<file path="src/rcd_regs.svh">
// Offsets, field positions, reset values and encodings of the instruction decode core
`ifndef RCD_REGS_SVH
`define RCD_REGS_SVH

`define RCD_ADDR_FILE_LAST  6'h1F
`define RCD_ADDR_ACC        6'h20
`define RCD_ADDR_STATUS     6'h21
`define RCD_ADDR_CTRL       6'h22
`define RCD_ADDR_PC         6'h23
`define RCD_ADDR_RET        6'h24

`define RCD_CTRL_RUN        0
`define RCD_CTRL_RESET      8'h00
`define RCD_ST_C            0
`define RCD_ST_NC           1
`define RCD_ST_Z            2
`define RCD_STATUS_MASK     8'h07
`define RCD_PC_RESET        9'h000
`define RCD_PTR_ADDR        5'h04
`define RCD_PTR_RAM_BIT     5
`define RCD_PTR_IRQ_BIT     6
`define RCD_DEST_FILE       1'b1
`define RCD_PHASE_LAST      2'h3

`define RCD_PAT_ADD         12'b0001_11??_????
`define RCD_PAT_AND_LIT     12'b1110_????_????
`define RCD_PAT_AND_FILE    12'b0001_01??_????
`define RCD_PAT_BIT_CLEAR   12'b0100_????_????
`define RCD_PAT_BIT_SET     12'b0101_????_????
`define RCD_PAT_TEST_LOW    12'b0110_????_????
`define RCD_PAT_TEST_HIGH   12'b0111_????_????
`define RCD_PAT_CALL        12'b1001_????_????
`define RCD_PAT_GOTO        12'b101?_????_????
`define RCD_PAT_ZERO_FILE   12'b0000_011?_????
`define RCD_PAT_ZERO_ACC    12'b0000_0100_0000
`define RCD_PAT_DOG_KICK    12'b0000_0000_0100
`define RCD_PAT_DOG_IRQ_CLR 12'b0000_0001_0000
`define RCD_PAT_INVERT      12'b0010_01??_????
`define RCD_PAT_DEC         12'b0000_11??_????
`define RCD_PAT_DEC_SKIP    12'b0010_11??_????
`define RCD_PAT_FREE        12'b0000_0000_0001
`define RCD_PAT_INC         12'b0010_10??_????
`define RCD_PAT_INC_SKIP    12'b0011_11??_????
`define RCD_PAT_OR_LIT      12'b1101_????_????
`define RCD_PAT_OR_FILE     12'b0001_00??_????
`define RCD_PAT_COPY        12'b0010_00??_????

`endif

</file>
<file path="src/rcd_pkg.sv">
// Types shared by the instruction decode core
package rcd_pkg;

  typedef enum logic [4:0] {
    OTHER_OP, ADD_TO_FILE_OP, AND_LITERAL_OP, AND_FILE_OP, BIT_CLEAR_OP, BIT_SET_OP,
    TEST_SKIP_IF_LOW, TEST_SKIP_IF_HIGH, CALL_OP, GOTO_OP, ZERO_FILE_OP, ZERO_ACCUMULATOR_OP,
    DOG_TIMER_KICK_OP, DOG_IRQ_LATCH_CLEAR_OP, INVERT_FILE_OP, DECREMENT_OP,
    DECREMENT_SKIP_ZERO_OP, FREE_WRITE_OP, INCREMENT_OP, INCREMENT_SKIP_ZERO_OP,
    OR_LITERAL_OP, OR_FILE_OP, COPY_FILE_OP
  } rcd_op_t;

  typedef struct packed {
    rcd_op_t    op;
    logic       dest;
    logic [4:0] fileSel;
    logic [2:0] bitSel;
    logic [8:0] lit;
  } rcd_instr_t;

  typedef struct packed {
    logic [5:0] addr;
    logic [7:0] wdata;
    logic       wr;
    logic       rd;
  } rcd_bus_req_t;

endpackage : rcd_pkg

</file>
<file path="src/rcd_core_decode.sv">
// Instruction decode and execute core for the first part of the 12-bit instruction set
//
// How it works
// (RL1) Every instruction is one 12-bit word: opcode field plus operand fields.
// (RL2) Destination bit 0 writes the accumulator, 1 writes the addressed file register.
// (RL3) Bit operations take bit position from bit field, register from file field.
// (RL4) Literal and control operations carry an 8-bit or 9-bit constant per opcode.
// (RL5) One instruction cycle each; two when a skip happens or PC changes.
// (RL6) Each instruction cycle is exactly four oscillator clocks.
// (RL7) Add sums accumulator and register, steers result, updates carry, nibble carry, Z.
// (RL8) Literal AND and OR combine accumulator with constant into accumulator, Z only.
// (RL9) Register AND and OR combine accumulator with register, steer result, update Z.
// (RL10) Bit clear forces chosen bit to 0, bit set to 1; no flags change.
// (RL11) Bit tests skip next instruction when bit clear or set; skip takes two cycles.
// (RL12) Call jumps to 8-bit constant, goto to 9-bit constant; two cycles, no flags.
// (RL13) Register clear and accumulator clear write zero and set Z.
// (RL14) Watchdog kick resets watchdog counter and prescaler; no flags change.
// (RL15) A dedicated operation clears the watchdog interrupt latch; no flags change.
// (RL16) Complement inverts the register, steers the result, updates Z.
// (RL17) Decrement and increment wrap modulo 256, steer the result, update Z.
// (RL18) Decrement or increment with skip store result, skip on zero, flags unchanged.
// (RL19) Free write goes to program RAM or interrupt config per pointer bits 5 and 6.
// (RL20) Copy moves the register to accumulator or back, and updates Z.
// (RL21) A skip discards the fetched next instruction and spends its cycle idle.
//
// The implementer's own choices: the strobed register port and the address map.
`timescale 1ns/1ns
`include "rcd_regs.svh"

module rcd_core_decode (
  input  wire logic                clk_sys,
  input  wire logic                reset_n,
  input  wire logic [11:0]         progData,
  output logic      [8:0]          progAddr,
  input  wire rcd_pkg::rcd_bus_req_t busReq,
  output logic      [7:0]          busRdata,
  output logic                     dogKick,
  output logic                     dogIrqClear,
  output logic                     progRamWrite,
  output logic                     irqCfgWrite,
  output logic      [7:0]          freeData,
  output logic                     retire
);

  logic [1:0]          phase_q;
  logic [8:0]          pc_q, ret_q;
  logic                dead_q;
  logic [7:0]          acc_q, status_q, ctrl_q;
  logic [7:0]          fileQ [0:31];
  logic [7:0]          rdata_q;
  logic                dogKick_q, dogIrqClear_q, progRamWrite_q, irqCfgWrite_q;
  logic [7:0]          freeData_q;
  logic                retire_q;

  rcd_pkg::rcd_instr_t ins;
  logic                runQ;
  logic                exec, deadStep;
  logic [7:0]          srcVal, ptrVal, aluRes;
  logic                newC, newNc;
  logic                updC, updNc, updZ;
  logic                wrAcc, wrFile;
  logic                skip, jump;
  logic [8:0]          target;
  logic [8:0]          sum9;
  logic [4:0]          sum5;
  logic                busHalted;

  function automatic rcd_pkg::rcd_instr_t decodeWord(input logic [11:0] w);
    rcd_pkg::rcd_instr_t d;
    d.dest    = w[5];
    d.fileSel = w[4:0];
    d.bitSel  = w[7:5];
    d.lit     = w[8:0];
    unique casez (w)
      `RCD_PAT_ADD:         d.op = rcd_pkg::ADD_TO_FILE_OP;
      `RCD_PAT_AND_LIT:     d.op = rcd_pkg::AND_LITERAL_OP;
      `RCD_PAT_AND_FILE:    d.op = rcd_pkg::AND_FILE_OP;
      `RCD_PAT_BIT_CLEAR:   d.op = rcd_pkg::BIT_CLEAR_OP;
      `RCD_PAT_BIT_SET:     d.op = rcd_pkg::BIT_SET_OP;
      `RCD_PAT_TEST_LOW:    d.op = rcd_pkg::TEST_SKIP_IF_LOW;
      `RCD_PAT_TEST_HIGH:   d.op = rcd_pkg::TEST_SKIP_IF_HIGH;
      `RCD_PAT_CALL:        d.op = rcd_pkg::CALL_OP;
      `RCD_PAT_GOTO:        d.op = rcd_pkg::GOTO_OP;
      `RCD_PAT_ZERO_FILE:   d.op = rcd_pkg::ZERO_FILE_OP;
      `RCD_PAT_ZERO_ACC:    d.op = rcd_pkg::ZERO_ACCUMULATOR_OP;
      `RCD_PAT_DOG_KICK:    d.op = rcd_pkg::DOG_TIMER_KICK_OP;
      `RCD_PAT_DOG_IRQ_CLR: d.op = rcd_pkg::DOG_IRQ_LATCH_CLEAR_OP;
      `RCD_PAT_INVERT:      d.op = rcd_pkg::INVERT_FILE_OP;
      `RCD_PAT_DEC:         d.op = rcd_pkg::DECREMENT_OP;
      `RCD_PAT_DEC_SKIP:    d.op = rcd_pkg::DECREMENT_SKIP_ZERO_OP;
      `RCD_PAT_FREE:        d.op = rcd_pkg::FREE_WRITE_OP;
      `RCD_PAT_INC:         d.op = rcd_pkg::INCREMENT_OP;
      `RCD_PAT_INC_SKIP:    d.op = rcd_pkg::INCREMENT_SKIP_ZERO_OP;
      `RCD_PAT_OR_LIT:      d.op = rcd_pkg::OR_LITERAL_OP;
      `RCD_PAT_OR_FILE:     d.op = rcd_pkg::OR_FILE_OP;
      `RCD_PAT_COPY:        d.op = rcd_pkg::COPY_FILE_OP;
      default:              d.op = rcd_pkg::OTHER_OP;
    endcase
    return d;
  endfunction : decodeWord

  assign ins       = decodeWord(progData); // RL1 RL4
  assign runQ      = ctrl_q[`RCD_CTRL_RUN];
  assign exec      = (phase_q == `RCD_PHASE_LAST) && runQ && !dead_q;
  assign deadStep  = (phase_q == `RCD_PHASE_LAST) && runQ && dead_q;
  assign srcVal    = fileQ[ins.fileSel];
  assign ptrVal    = fileQ[`RCD_PTR_ADDR];
  assign busHalted = !runQ;
  assign sum9      = {1'b0, acc_q} + {1'b0, srcVal};
  assign sum5      = {1'b0, acc_q[3:0]} + {1'b0, srcVal[3:0]};

  // Execute stage: result, steering, flag updates and flow change
  always_comb
  begin
    aluRes = srcVal;
    newC   = sum9[8];
    newNc  = sum5[4];
    updC   = 1'b0;
    updNc  = 1'b0;
    updZ   = 1'b0;
    wrAcc  = 1'b0;
    wrFile = 1'b0;
    skip   = 1'b0;
    jump   = 1'b0;
    target = (ins.op == rcd_pkg::GOTO_OP) ? ins.lit : {1'b0, ins.lit[7:0]}; // RL4 RL12
    unique case (ins.op)
      rcd_pkg::ADD_TO_FILE_OP:
      begin
        aluRes = sum9[7:0]; // RL7
        updC   = 1'b1;
        updNc  = 1'b1;
        updZ   = 1'b1;
      end
      rcd_pkg::AND_LITERAL_OP:  aluRes = acc_q & ins.lit[7:0]; // RL8
      rcd_pkg::OR_LITERAL_OP:   aluRes = acc_q | ins.lit[7:0]; // RL8
      rcd_pkg::AND_FILE_OP:     aluRes = acc_q & srcVal; // RL9
      rcd_pkg::OR_FILE_OP:      aluRes = acc_q | srcVal; // RL9
      rcd_pkg::BIT_CLEAR_OP:    aluRes = srcVal & ~(8'h01 << ins.bitSel); // RL3 RL10
      rcd_pkg::BIT_SET_OP:      aluRes = srcVal | (8'h01 << ins.bitSel); // RL3 RL10
      rcd_pkg::TEST_SKIP_IF_LOW:  skip = !srcVal[ins.bitSel]; // RL11
      rcd_pkg::TEST_SKIP_IF_HIGH: skip = srcVal[ins.bitSel]; // RL11
      rcd_pkg::CALL_OP, rcd_pkg::GOTO_OP: jump = 1'b1; // RL12
      rcd_pkg::ZERO_FILE_OP:    aluRes = 8'h00; // RL13
      rcd_pkg::ZERO_ACCUMULATOR_OP: aluRes = 8'h00; // RL13
      rcd_pkg::INVERT_FILE_OP:  aluRes = ~srcVal; // RL16
      rcd_pkg::DECREMENT_OP:    aluRes = srcVal - 8'h01; // RL17
      rcd_pkg::INCREMENT_OP:    aluRes = srcVal + 8'h01; // RL17
      rcd_pkg::DECREMENT_SKIP_ZERO_OP:
      begin
        aluRes = srcVal - 8'h01; // RL18
        skip   = (aluRes == 8'h00);
      end
      rcd_pkg::INCREMENT_SKIP_ZERO_OP:
      begin
        aluRes = srcVal + 8'h01; // RL18
        skip   = (aluRes == 8'h00);
      end
      default: ;
    endcase
    unique case (ins.op)
      rcd_pkg::ADD_TO_FILE_OP, rcd_pkg::AND_FILE_OP, rcd_pkg::OR_FILE_OP, rcd_pkg::INVERT_FILE_OP,
      rcd_pkg::DECREMENT_OP, rcd_pkg::INCREMENT_OP, rcd_pkg::COPY_FILE_OP:
      begin
        wrFile = (ins.dest == `RCD_DEST_FILE); // RL2
        wrAcc  = (ins.dest != `RCD_DEST_FILE);
        updZ   = 1'b1; // RL9 RL16 RL17 RL20
      end
      rcd_pkg::DECREMENT_SKIP_ZERO_OP, rcd_pkg::INCREMENT_SKIP_ZERO_OP:
      begin
        wrFile = (ins.dest == `RCD_DEST_FILE); // RL2 RL18
        wrAcc  = (ins.dest != `RCD_DEST_FILE);
      end
      rcd_pkg::AND_LITERAL_OP, rcd_pkg::OR_LITERAL_OP, rcd_pkg::ZERO_ACCUMULATOR_OP:
      begin
        wrAcc = 1'b1; // RL8 RL13
        updZ  = 1'b1;
      end
      rcd_pkg::ZERO_FILE_OP:
      begin
        wrFile = 1'b1; // RL13
        updZ   = 1'b1;
      end
      rcd_pkg::BIT_CLEAR_OP, rcd_pkg::BIT_SET_OP: wrFile = 1'b1; // RL10
      default: ;
    endcase
  end

  // Four oscillator clocks per instruction cycle
  always_ff @(posedge clk_sys or negedge reset_n)
  begin
    if (!reset_n)
      phase_q <= 2'h0;
    else
      phase_q <= phase_q + 2'h1; // RL6
  end

  // Program counter, return address and idle second cycle
  always_ff @(posedge clk_sys or negedge reset_n)
  begin
    if (!reset_n)
    begin
      pc_q   <= `RCD_PC_RESET;
      ret_q  <= `RCD_PC_RESET;
      dead_q <= 1'b0;
    end
    else if (exec)
    begin
      dead_q <= jump || skip; // RL5 RL21
      if (jump)
        pc_q <= target; // RL12
      else if (skip)
        pc_q <= pc_q + 9'h002; // RL11 RL18 RL21
      else
        pc_q <= pc_q + 9'h001;
      if (ins.op == rcd_pkg::CALL_OP)
        ret_q <= pc_q + 9'h001;
    end
    else if (deadStep)
      dead_q <= 1'b0; // RL21
  end

  // Accumulator
  always_ff @(posedge clk_sys or negedge reset_n)
  begin
    if (!reset_n)
      acc_q <= 8'h00;
    else if (exec && wrAcc)
      acc_q <= aluRes; // RL2
    else if (busHalted && busReq.wr && busReq.addr == `RCD_ADDR_ACC)
      acc_q <= busReq.wdata;
  end

  // Status flags
  always_ff @(posedge clk_sys or negedge reset_n)
  begin
    if (!reset_n)
      status_q <= 8'h00;
    else if (exec)
    begin
      if (updC)
        status_q[`RCD_ST_C] <= newC; // RL7
      if (updNc)
        status_q[`RCD_ST_NC] <= newNc; // RL7
      if (updZ)
        status_q[`RCD_ST_Z] <= (aluRes == 8'h00);
    end
    else if (busHalted && busReq.wr && busReq.addr == `RCD_ADDR_STATUS)
      status_q <= busReq.wdata & `RCD_STATUS_MASK;
  end

  // File registers
  always_ff @(posedge clk_sys or negedge reset_n)
  begin
    if (!reset_n)
    begin
      for (int i = 0; i < 32; i++)
        fileQ[i] <= 8'h00;
    end
    else if (exec && wrFile)
      fileQ[ins.fileSel] <= aluRes; // RL2 RL3
    else if (busHalted && busReq.wr && busReq.addr <= `RCD_ADDR_FILE_LAST)
      fileQ[busReq.addr[4:0]] <= busReq.wdata;
  end

  // Control register
  always_ff @(posedge clk_sys or negedge reset_n)
  begin
    if (!reset_n)
      ctrl_q <= `RCD_CTRL_RESET;
    else if (busReq.wr && busReq.addr == `RCD_ADDR_CTRL)
      ctrl_q <= busReq.wdata;
  end

  // Side-effect strobes
  always_ff @(posedge clk_sys or negedge reset_n)
  begin
    if (!reset_n)
    begin
      dogKick_q      <= 1'b0;
      dogIrqClear_q  <= 1'b0;
      progRamWrite_q <= 1'b0;
      irqCfgWrite_q  <= 1'b0;
      freeData_q     <= 8'h00;
      retire_q       <= 1'b0;
    end
    else
    begin
      dogKick_q      <= exec && ins.op == rcd_pkg::DOG_TIMER_KICK_OP; // RL14
      dogIrqClear_q  <= exec && ins.op == rcd_pkg::DOG_IRQ_LATCH_CLEAR_OP; // RL15
      progRamWrite_q <= exec && ins.op == rcd_pkg::FREE_WRITE_OP && ptrVal[`RCD_PTR_RAM_BIT]; // RL19
      irqCfgWrite_q  <= exec && ins.op == rcd_pkg::FREE_WRITE_OP && ptrVal[`RCD_PTR_IRQ_BIT]; // RL19
      if (exec && ins.op == rcd_pkg::FREE_WRITE_OP)
        freeData_q <= acc_q;
      retire_q       <= (exec && !jump && !skip) || deadStep; // RL5
    end
  end

  // Bus read data, one cycle after the strobe
  always_ff @(posedge clk_sys or negedge reset_n)
  begin
    if (!reset_n)
      rdata_q <= 8'h00;
    else if (!busReq.rd)
      rdata_q <= 8'h00;
    else if (busReq.addr <= `RCD_ADDR_FILE_LAST)
      rdata_q <= fileQ[busReq.addr[4:0]];
    else
      case (busReq.addr)
        `RCD_ADDR_ACC:    rdata_q <= acc_q;
        `RCD_ADDR_STATUS: rdata_q <= status_q;
        `RCD_ADDR_CTRL:   rdata_q <= ctrl_q;
        `RCD_ADDR_PC:     rdata_q <= pc_q[7:0];
        `RCD_ADDR_RET:    rdata_q <= ret_q[7:0];
        default:          rdata_q <= 8'h00;
      endcase
  end

  assign progAddr     = pc_q;
  assign busRdata     = rdata_q;
  assign dogKick      = dogKick_q;
  assign dogIrqClear  = dogIrqClear_q;
  assign progRamWrite = progRamWrite_q;
  assign irqCfgWrite  = irqCfgWrite_q;
  assign freeData     = freeData_q;
  assign retire       = retire_q;
endmodule : rcd_core_decode

</file>
<file path="config.mk">
export PLATFORM = sky130hd
export DESIGN_NAME = rcd_core_decode
export DESIGN_NICKNAME = d
export VERILOG_FILES = /design/src/rcd_pkg.sv /design/src/rcd_core_decode.sv
export VERILOG_INCLUDE_DIRS = /design/src
export SDC_FILE = /design/constraint.sdc
export NUM_CORES = 1
export LEC_CHECK = 0
export BUFFER_PORTS_ARGS = -buffer_cell sky130_fd_sc_hd__buf_4
export CORE_MARGIN = 2
export CORE_UTILIZATION = 43
export CTS_CLUSTER_SIZE = 14
export DETAILED_ROUTE_END_ITERATION = 8
export HOLD_SLACK_MARGIN = 0.08
export PLACE_DENSITY_LB_ADDON = 0.05
export REMOVE_ABC_BUFFERS = 1
export SYNTH_ARGS = -nofsm -noshare
export SYNTH_HDL_FRONTEND = slang
export SYNTH_SLANG_ARGS = --single-unit
export TNS_END_PERCENT = 30
</file>
<file path="constraint.sdc">
create_clock -name clk_sys -period 6.25 [get_ports clk_sys]
set_clock_uncertainty 0.2 [all_clocks]
set_input_delay 0.3125 -clock clk_sys [delete_from_list [all_inputs] [get_ports clk_sys]]
set_output_delay 0.3125 -clock clk_sys [all_outputs]
set_load 0.005 [all_outputs]
</file>
==> results by group, run 1 <==
Critical path
  • Worst setup SP type: flip-flop
  • Category of the most critical setup path: reg2reg
  • CP Cell Sequence: mux2i_1 -> a22o_1 -> a221oi_1 -> nand3_1 -> nor2_1 -> ha_1 -> a21o_1 -> a21oi_1 -> o21bai_1 -> a21oi_1 -> xnor2_1 -> a21oi_1 -> o21ai_0 -> a21oi_4 -> buf_4 -> o22ai_1 -> mux2_1
  • Slowest library cell on the worst path: sky130_fd_sc_hd__nor2_1
  • Data required time at the worst endpoint: 6.50 ns
  • Delay of the slowest critical-path stage: roughly 0.68 ns
  • Max Fanout on Critical Path: 12
  • Number of buffers and inverters on the critical path: 1
  • Worst endpoint data arrival time: about 5.6 ns
  • Category of cells accounting for the largest share of critical-path delay: compound AO/OA/AOI/OAI gates
  • Setup crit end kind: flip-flop
  • Most Frequent Cell on Critical Path: sky130_fd_sc_hd__a21oi_1

Synthesis
  • Synth Warn #: 0
  • Average footprint of a synthesized cell: between 10 and 15 µm²
  • Share of Yosys cell area claimed by the top area cell type: approximately 38%
  • Leading register cell type out of synthesis: sky130_fd_sc_hd__dfrtp_1
  • Cell type with the largest total area after synthesis: sky130_fd_sc_hd__dfrtp_1
  • Number of enable-type register cells in the synthesized netlist: 0
  • Top area cells in the synthesized netlist: sky130_fd_sc_hd__dfrtp_1 (38%), sky130_fd_sc_hd__mux4_2 (12%), sky130_fd_sc_hd__a221o_1 (6.2%)
  • Ranking of synthesized cells by instance count: sky130_fd_sc_hd__dfrtp_1 (316), sky130_fd_sc_hd__nor2_1 (275), sky130_fd_sc_hd__nand2_1 (200)
  • Post-synthesis cell area: between 20000 and 25000 µm²
  • Number of instances in the synthesized netlist: ~2100
  • Sequential area share after synthesis: a little under two fifths
  • Most common cell in the netlist: sky130_fd_sc_hd__dfrtp_1
  • Async set or reset register ratio after synthesis: 100.0%
  • Synth Register Bits: around 320
  • Number of different library cells in the post-synthesis netlist: 100

CTS
  • CTS tree: built
  • Count of clock tree sinks: approximately 320
  • Clock-pin transition on the worst setup and hold timing paths: about 0.060 ns
  • Worst skew pair latency: roughly 0.59 ns
  • Library cell used as clock root buffer: sky130_fd_sc_hd__clkbuf_16
  • H-tree Lvls: 2
  • Inserted Clock Buffers: 40
  • Maximum buffer depth of the clock tree: 3

Placed design
  • Port Buf Inserts: 59
  • Placed Cells incl. Taps: about 2600
  • DP Area: between 20000 and 25000 µm²
  • Final weighted congestion of routability-driven global placement: around 0.95
  • Post-DP HPWL: between 60000 and 70000 µm
  • Worst slack, placed: 0.6381 ns

STA
  • Post-route setup slack: about 0.87 ns
  • TNS Setup: 0 ns
  • Highest Clock Rate: 0.1858 GHz
  • Transition time of the tightest slew-check pin: 1.187 ns
  • Period Utilization, post-route: 86.10%
  • Max-slew violation total from the final report: 0
  • Worst max-slew margin expressed relative to the limit: between 20% and 30%
  • RSZ-0062 raised after global routing: false
  • Period minus WS final: around 5.4 ns
  • Number of endpoints with negative hold slack in the final report: 0
  • Number of endpoints failing setup at the final stage: 0

Routing
  • Iter 0 DRT Violations: 2422
  • Count of vias placed by the detailed router: about 19000
  • First-pass DRT Iterations: 7
  • Routed wire per std cell: between 30 and 40 µm
  • Routed Wire Length: 90740 µm
  • DR DRC count: 0
  • Via/cell ratio: a little over 7
  • Residual antenna-violating net count after detailed routing: 0

Layout
  • Area delta synth->final: 11.66%
  • Area taken by flip-flops and latches: roughly 7900 µm²
  • Final nets: 2123
  • Filler Cell Count: 4498
  • Share of layout cells above drive strength 1: between 20% and 30%
  • Area of combinational cells with multiple inputs: about 12000 µm²
  • Number of diodes added for antenna fixing: 0
  • Design Area, Final: approximately 24000 µm²
  • Fin cells: 2725

Global routing
  • Total GRT Usage: 35.96%
  • Wire length of the first global-routing pass: between 100000 and 150000 µm
  • Pin count of the biggest net entering global routing: 100
  • Vias in the first global route: around 18000
  • Number of antenna violations at the first check in global routing: 1
  • GRT Residual Overflow: 0

Die
  • Area of the core: approximately 50000 µm²
  • Horizontal die dimension: ~230 µm
  • Starting density of the core: 43.30%
  • Die H: approximately 230 µm
  • Number of core rows: slightly above 80
  • Overall die area: 50770 µm²
  • I/O pin count: 60

Outcome
  • Run status: finished, final reports clean

Power and ir drop
  • Relative contribution of combinational cells to total power: about a quarter
  • Sequential power share: 39.9%
  • PwrDens: between 200 and 300 nW/µm²
  • Standby leakage power: between 0.009 and 0.01 µW
  • Design internal power: 4495 µW
  • Switching power total: around 2500 µW
  • Maximum resistive drop on vdd: about 180 µV
  • Part of the total power dissipated in the clock network: 33.6%
  • Switching portion of total power: 35.45%

Hold path
  • Class of the most critical hold timing path: in2reg

Job
  • Maximum Capacitance Violations: 0
## timing repair
item                       4_1_cts  5_1_grt
setup endpoints to repair        0        0
hold endpoints to repair       146        0
buffers inserted                 0        0
hold buffers                    15        0
gates resized for setup          0        0
## path summary, 6_finish.rpt
path                       cells past startpoint  slack (ns)        start           to
setup / recovery                              17        0.87   fileQ[137]   fileQ[237]
hold / removal                                 5        0.11  progData[9]      dogKick
setup reg to reg                              17        0.87   fileQ[137]   fileQ[237]
hold reg to reg                                1        0.23   phase_q[0]   phase_q[0]
max in group asynchronous                      3        4.17      reset_n    ptrVal[2]
min in group asynchronous                      2        0.18      reset_n  freeData[4]
## cells in the final DEF, fill, tap and decap left out, types with 52 or more instances in the layout
cell,n
sky130_fd_sc_hd__dfrtp_1,316
sky130_fd_sc_hd__nor2_1,273
sky130_fd_sc_hd__nand2_1,200
sky130_fd_sc_hd__a221o_1,131
sky130_fd_sc_hd__mux4_2,114
sky130_fd_sc_hd__buf_4,107
sky130_fd_sc_hd__a21oi_1,94
sky130_fd_sc_hd__mux2i_1,70
sky130_fd_sc_hd__o211ai_1,58
sky130_fd_sc_hd__mux2_2,52
## power groups by stage
stage / combinational, µW / sequential (µW) / clock, µW
finish: 1850 / 2770 / 2340
global route: 1950 / 2800 / 2450
CTS: 1810 / 2760 / 2370
detailed placement: 1800 / 2800 / 0
global placement: 1790 / 2790 / 0
floorplan: 1030 / 2590 / 0
## sequential cells by signal, indices dropped and copies added, names as in the netlist, 2 cells and up
register / cells
freeData: 8
ret_q: 8
acc_q: 8
fileQ: 248
busRdata: 8
phase_q: 2
ptrVal: 8
ctrl_q: 8
status_q: 3
progAddr: 9
## metrics by stage
stage               total power, µW  hold WS [ns]  utilization, %
floorplan                      3620       -0.1831               -
global placement               4579        0.2124           45.39
detailed placement             4592        0.2208           45.39
CTS                            6943       0.08366           48.35
global route                   7203        0.1182           48.35
finish                         6963        0.1099           48.35
## cell families after synthesis
group           count (synthesis)  share of synthesized area [%]
simple gates                  689                          15.25
compound gates                598                          22.49
flops                         316                          37.54
mux                           243                          18.67
buf+inv                       189                          4.312
xor+xnor                       18                         0.7485
fa+ha+maj                      16                         0.9860
## worst register-to-register path, cell delays in order (launching register included)
cell and delay (ns):
sky130_fd_sc_hd__dfrtp_1 0.41, sky130_fd_sc_hd__mux2i_1 0.10, sky130_fd_sc_hd__a22o_1 0.24, sky130_fd_sc_hd__a221oi_1 0.44, sky130_fd_sc_hd__nand3_1 0.47, sky130_fd_sc_hd__nor2_1 0.68, sky130_fd_sc_hd__ha_1 0.36, sky130_fd_sc_hd__a21o_1 0.15
sky130_fd_sc_hd__a21oi_1 0.25, sky130_fd_sc_hd__o21bai_1 0.13, sky130_fd_sc_hd__a21oi_1 0.28, sky130_fd_sc_hd__xnor2_1 0.13, sky130_fd_sc_hd__a21oi_1 0.17, sky130_fd_sc_hd__o21ai_0 0.22, sky130_fd_sc_hd__a21oi_4 0.25, sky130_fd_sc_hd__buf_4 0.33
sky130_fd_sc_hd__o22ai_1 0.13, sky130_fd_sc_hd__mux2_1 0.30
## metal layers
layer | track usage, % | part of all wire, % | wire length (µm) | vias up
li1 | - | - | - | 8044
met1 | 47.37 | 40 | 36210 | 9793
met2 | 55.52 | 45 | 40820 | 1133
met3 | 7.875 | 9.1 | 8222 | 210
met4 | 19.12 | 6.0 | 5467 | 2
met5 | 0 | 0.014 | 13 | -
## cell type report
class                   instances  share of cell area (%)
well taps                     622                   3.309
flip-flops and latches        316                   33.62
clock buffers                  62                   4.990
repair buffers                129                   4.628
clock inverters                 6                  0.4841
multi-input cells            1564                   52.55
inverters                      26                  0.4149
Power figures use the tool's default switching activity.
==> run 2, diff against run 1 <==
--- a/config.mk
+++ b/config.mk
@@ -7,6 +7,7 @@
 export NUM_CORES = 1
 export LEC_CHECK = 0
 export BUFFER_PORTS_ARGS = -buffer_cell sky130_fd_sc_hd__buf_4
+export CAP_MARGIN = 30
 export CORE_MARGIN = 2
 export CORE_UTILIZATION = 43
 export CTS_CLUSTER_SIZE = 14
==> constraint.sdc (replaced) <==
create_clock -name clk_sys -period 4.5 [get_ports clk_sys]
set_clock_uncertainty 0.2 [all_clocks]
set_input_delay 0.225 -clock clk_sys [delete_from_list [all_inputs] [get_ports clk_sys]]
set_output_delay 0.225 -clock clk_sys [all_outputs]
set_load 0.005 [all_outputs]
==> run 2 against run 1 <==
Net effect:
- power up 47%
- largest cell class unchanged
- die area stayed put
- combinational power up 62%
- critical path type unchanged
==> results by group, run 2 (synthesis gave the netlist of run 1 again) <==
Outcome
  • Run status: finished, final reports clean

STA
  • Number of endpoints with negative hold slack in the final report: 0 (unchanged)
  • Transition time of the tightest slew-check pin: 1.070 ns (-0.1170 ns)
  • TNS Setup: 0 ns (unchanged)
  • Worst max-slew margin expressed relative to the limit: 28.60% (+8.3 points)
  • Max-slew violation total from the final report: 0 (unchanged)
  • Period Utilization, post-route: 96.81% (+11 points)
  • Worst hold slack after final layout: 0.04885 ns (-0.06103 ns)
  • Period minus WS final: 4.356 ns (-1.025 ns)
  • Highest Clock Rate: 0.2295 GHz (+24%)
  • Number of endpoints failing setup at the final stage: 0 (unchanged)

Global routing
  • Grt peak-use layer: met2
  • Wire length of the first global-routing pass: 136800 µm (+3.4%)
  • Pin count of the biggest net entering global routing: 99 (-1.0%)
  • Number of antenna violations at the first check in global routing: 2 (+1)
  • GRT Residual Overflow: 0 (unchanged)
  • Met3 GRT Util: 7.080% (-0.80 points)
  • Total GRT Usage: 36.91% (+0.95 points)
  • Vias in the first global route: 19640 (+6.6%)
  • Met1 capacity usage during global routing: 48.74% (+1.4 points)
  • Routing usage on met2: 58.05% (+2.5 points)

Critical path
  • Register-to-register setup slack: 0.14 ns (-0.73 ns)
  • CP Cell Sequence: mux2i_2 -> buf_4 -> a22oi_1 -> nand4_1 -> a221o_1 -> inv_1 -> ha_2 -> fa_1 -> a21oi_1 -> nor2_1 -> nor2_1 -> xnor2_1 -> a222oi_1 -> buf_4 -> o211a_1 -> o211ai_1 -> o21ai_4 -> buf_12 -> buf_4 -> nor2_1 -> a221o_1
  • Reg2reg start: fileQ[24]
  • Worst endpoint data arrival time: 4.61 ns (-1.02 ns)
  • Data required time at the worst endpoint: 4.75 ns (-1.75 ns)
  • Depth of the worst register-to-register path: 21 (+4)
  • Category of the most critical setup path: reg2reg
  • Delay of the slowest critical-path stage: 0.42 ns (-0.26 ns)
  • Number of buffers and inverters on the critical path: 5 (+4)
  • Setup crit end kind: flip-flop
  • Category of cells accounting for the largest share of critical-path delay: compound AO/OA/AOI/OAI gates
  • End of the worst register-to-register path: fileQ[140]
  • Max Fanout on Critical Path: 11 (-1)
  • Slowest library cell on the worst path: sky130_fd_sc_hd__dfrtp_1
  • Worst setup SP type: flip-flop

Layout
  • Most flops, register: fileQ
  • Area of combinational cells with multiple inputs: 12400 µm² (+0.31%)
  • Final nets: 2317 (+9.1%)
  • Filler Cell Count: 4391 (-2.4%)
  • Most common library cell in the layout ignoring fill and taps: sky130_fd_sc_hd__dfrtp_1
  • Area delta synth->final: 21.02%
  • Area taken by flip-flops and latches: 7908 µm² (unchanged)
  • Flip-flop count of the largest register, all copies and words added: 248 (unchanged)
  • Share of layout cells above drive strength 1: 27.53% (+7.1 points)
  • Most frequent cells in the layout: sky130_fd_sc_hd__dfrtp_1 (316), sky130_fd_sc_hd__nor2_1 (272), sky130_fd_sc_hd__buf_4 (261)

Placed design
  • Final weighted congestion of routability-driven global placement: 1.001 (+5.6%)
  • Port Buf Inserts: 59 (unchanged)
  • Post-DP HPWL: 66980 µm (+7.0%)

Die
  • Overall die area: 50770 µm² (unchanged)
  • Horizontal die dimension: 225.3 µm (unchanged)
  • I/O pin count: 60 (unchanged)
  • Die H: 225.3 µm (unchanged)
  • Starting density of the core: 43.30% (unchanged)
  • Area of the core: 48650 µm² (unchanged)
  • Number of core rows: 81 (unchanged)

Routing
  • Iter 0 DRT Violations: 2571 (+6.2%)
  • Count of vias placed by the detailed router: 20130 (+4.9%)
  • Via/cell ratio: 6.878 (-2.3%)
  • Routed wire per std cell: 31.81 µm (-4.5%)
  • Residual antenna-violating net count after detailed routing: 0 (unchanged)
  • DR DRC count: 0 (unchanged)
  • Routed Wire Length: 93090 µm (+2.6%)
  • First-pass DRT Iterations: 6 (-1)

Power and ir drop
  • PwrDens: 401.4 nW/µm² (+36%)
  • Standby leakage power: 0.01093 µW (+12%)
  • Power Total: 10230 µW (+47%)
  • Maximum resistive drop on vdd: 247.4 µV (+36%)

CTS
  • Worst skew pair latency: 0.58 ns (about the same)
  • H-tree Lvls: 2 (unchanged)
  • Maximum buffer depth of the clock tree: 3 (unchanged)
  • Count of clock tree sinks: 316 (unchanged)
  • Inserted Clock Buffers: 40 (unchanged)
  • CTS tree: built
  • Clock-pin transition on the worst setup and hold timing paths: 0.06 ns (about the same)
  • Library cell used as clock root buffer: sky130_fd_sc_hd__clkbuf_16

Job
  • Maximum Capacitance Violations: 0 (unchanged)

Hold path
  • Class of the most critical hold timing path: in2async
## run 2: cell types whose count changed in the layout (fill, tap and decap cells not counted), moves of 2 or more
cell,change
sky130_fd_sc_hd__clkbuf_1,-6
sky130_fd_sc_hd__clkinv_4,+2
sky130_fd_sc_hd__buf_4,+154
sky130_fd_sc_hd__buf_12,+26
sky130_fd_sc_hd__clkinv_2,+7
sky130_fd_sc_hd__clkinv_8,-2
sky130_fd_sc_hd__clkbuf_16,+3
sky130_fd_sc_hd__mux2i_2,+3
sky130_fd_sc_hd__mux2i_1,-3
sky130_fd_sc_hd__buf_6,+4
sky130_fd_sc_hd__dlygate4sd3_1,+8
## run 2: area by class of cell
| type | instances | share of cell area, % |
|---|---|---|
| multi-input cells | 1564 | 48.64 |
| flip-flops and latches | 316 | 31.02 |
| repair buffers | 323 | 11.46 |
| clock buffers | 59 | 4.766 |
| well taps | 622 | 3.053 |
| clock inverters | 15 | 0.6724 |
| inverters | 26 | 0.3828 |
| diodes | 1 | 0.009816 |
## run 2: worst max-delay path by stage
| stage | endpoint | cells past startpoint | startpoint |
|---|---|---|---|
| after floorplan | fileQ[248] | 12 | progData[9] |
| after global placement | fileQ[3] | 18 | progData[0] |
| final | fileQ[140] | 21 | fileQ[24] |
| after CTS | fileQ[99] | 17 | fileQ[137] |
| after detailed placement | fileQ[43] | 18 | progData[0] |
| after global routing | fileQ[3] | 18 | fileQ[121] |
## run 2: timing repair
action | CTS | global route
hold buffers | 23 | 0
gates cloned | 0 | 1
endpoints found under the setup margin | 41 | 68
pin swaps | 0 | 6
hold endpoints to repair | 176 | 0
buffers inserted | 0 | 4
resized for setup | 2 | 9
## run 2: worst register-to-register path: stages, from the launching register on
cell,delay [ns]
sky130_fd_sc_hd__dfrtp_1,0.42
sky130_fd_sc_hd__mux2i_2,0.25
sky130_fd_sc_hd__buf_4,0.16
sky130_fd_sc_hd__a22oi_1,0.05
sky130_fd_sc_hd__nand4_1,0.17
sky130_fd_sc_hd__a221o_1,0.24
sky130_fd_sc_hd__inv_1,0.10
sky130_fd_sc_hd__ha_2,0.20
sky130_fd_sc_hd__fa_1,0.41
sky130_fd_sc_hd__a21oi_1,0.14
sky130_fd_sc_hd__nor2_1,0.06
sky130_fd_sc_hd__nor2_1,0.16
sky130_fd_sc_hd__xnor2_1,0.10
sky130_fd_sc_hd__a222oi_1,0.37
sky130_fd_sc_hd__buf_4,0.19
sky130_fd_sc_hd__o211a_1,0.14
sky130_fd_sc_hd__o211ai_1,0.12
sky130_fd_sc_hd__o21ai_4,0.11
sky130_fd_sc_hd__buf_12,0.17
sky130_fd_sc_hd__buf_4,0.17
sky130_fd_sc_hd__nor2_1,0.04
sky130_fd_sc_hd__a221o_1,0.26
## run 2: report_power, final
group | internal (µW) | switching, µW
logic | 1400 | 1600
clock network | 2050 | 1370
registers | 3270 | 547
## run 2: per-stage QoR
stage          worst slack [ns]  utilization, %  cells  cell area (µm²)
2_1_floorplan            -1.042               -   1906            20250
6_report                 0.1435           52.40   2926            25490
4_1_cts                 0.04287           52.15   2920            25370
3_3_place_gp            -0.2841           48.72   2818            23700
5_1_grt               -0.003417           52.40   2925            25490
3_5_place_dp            -0.3427           48.81   2823            23750
## run 2: layer usage
layer  routed length, µm  share of wire (%)
met1               36730                 39
met2               42510                 46
met3                8375                9.0
met5                  24              0.026
met4                5443                5.8
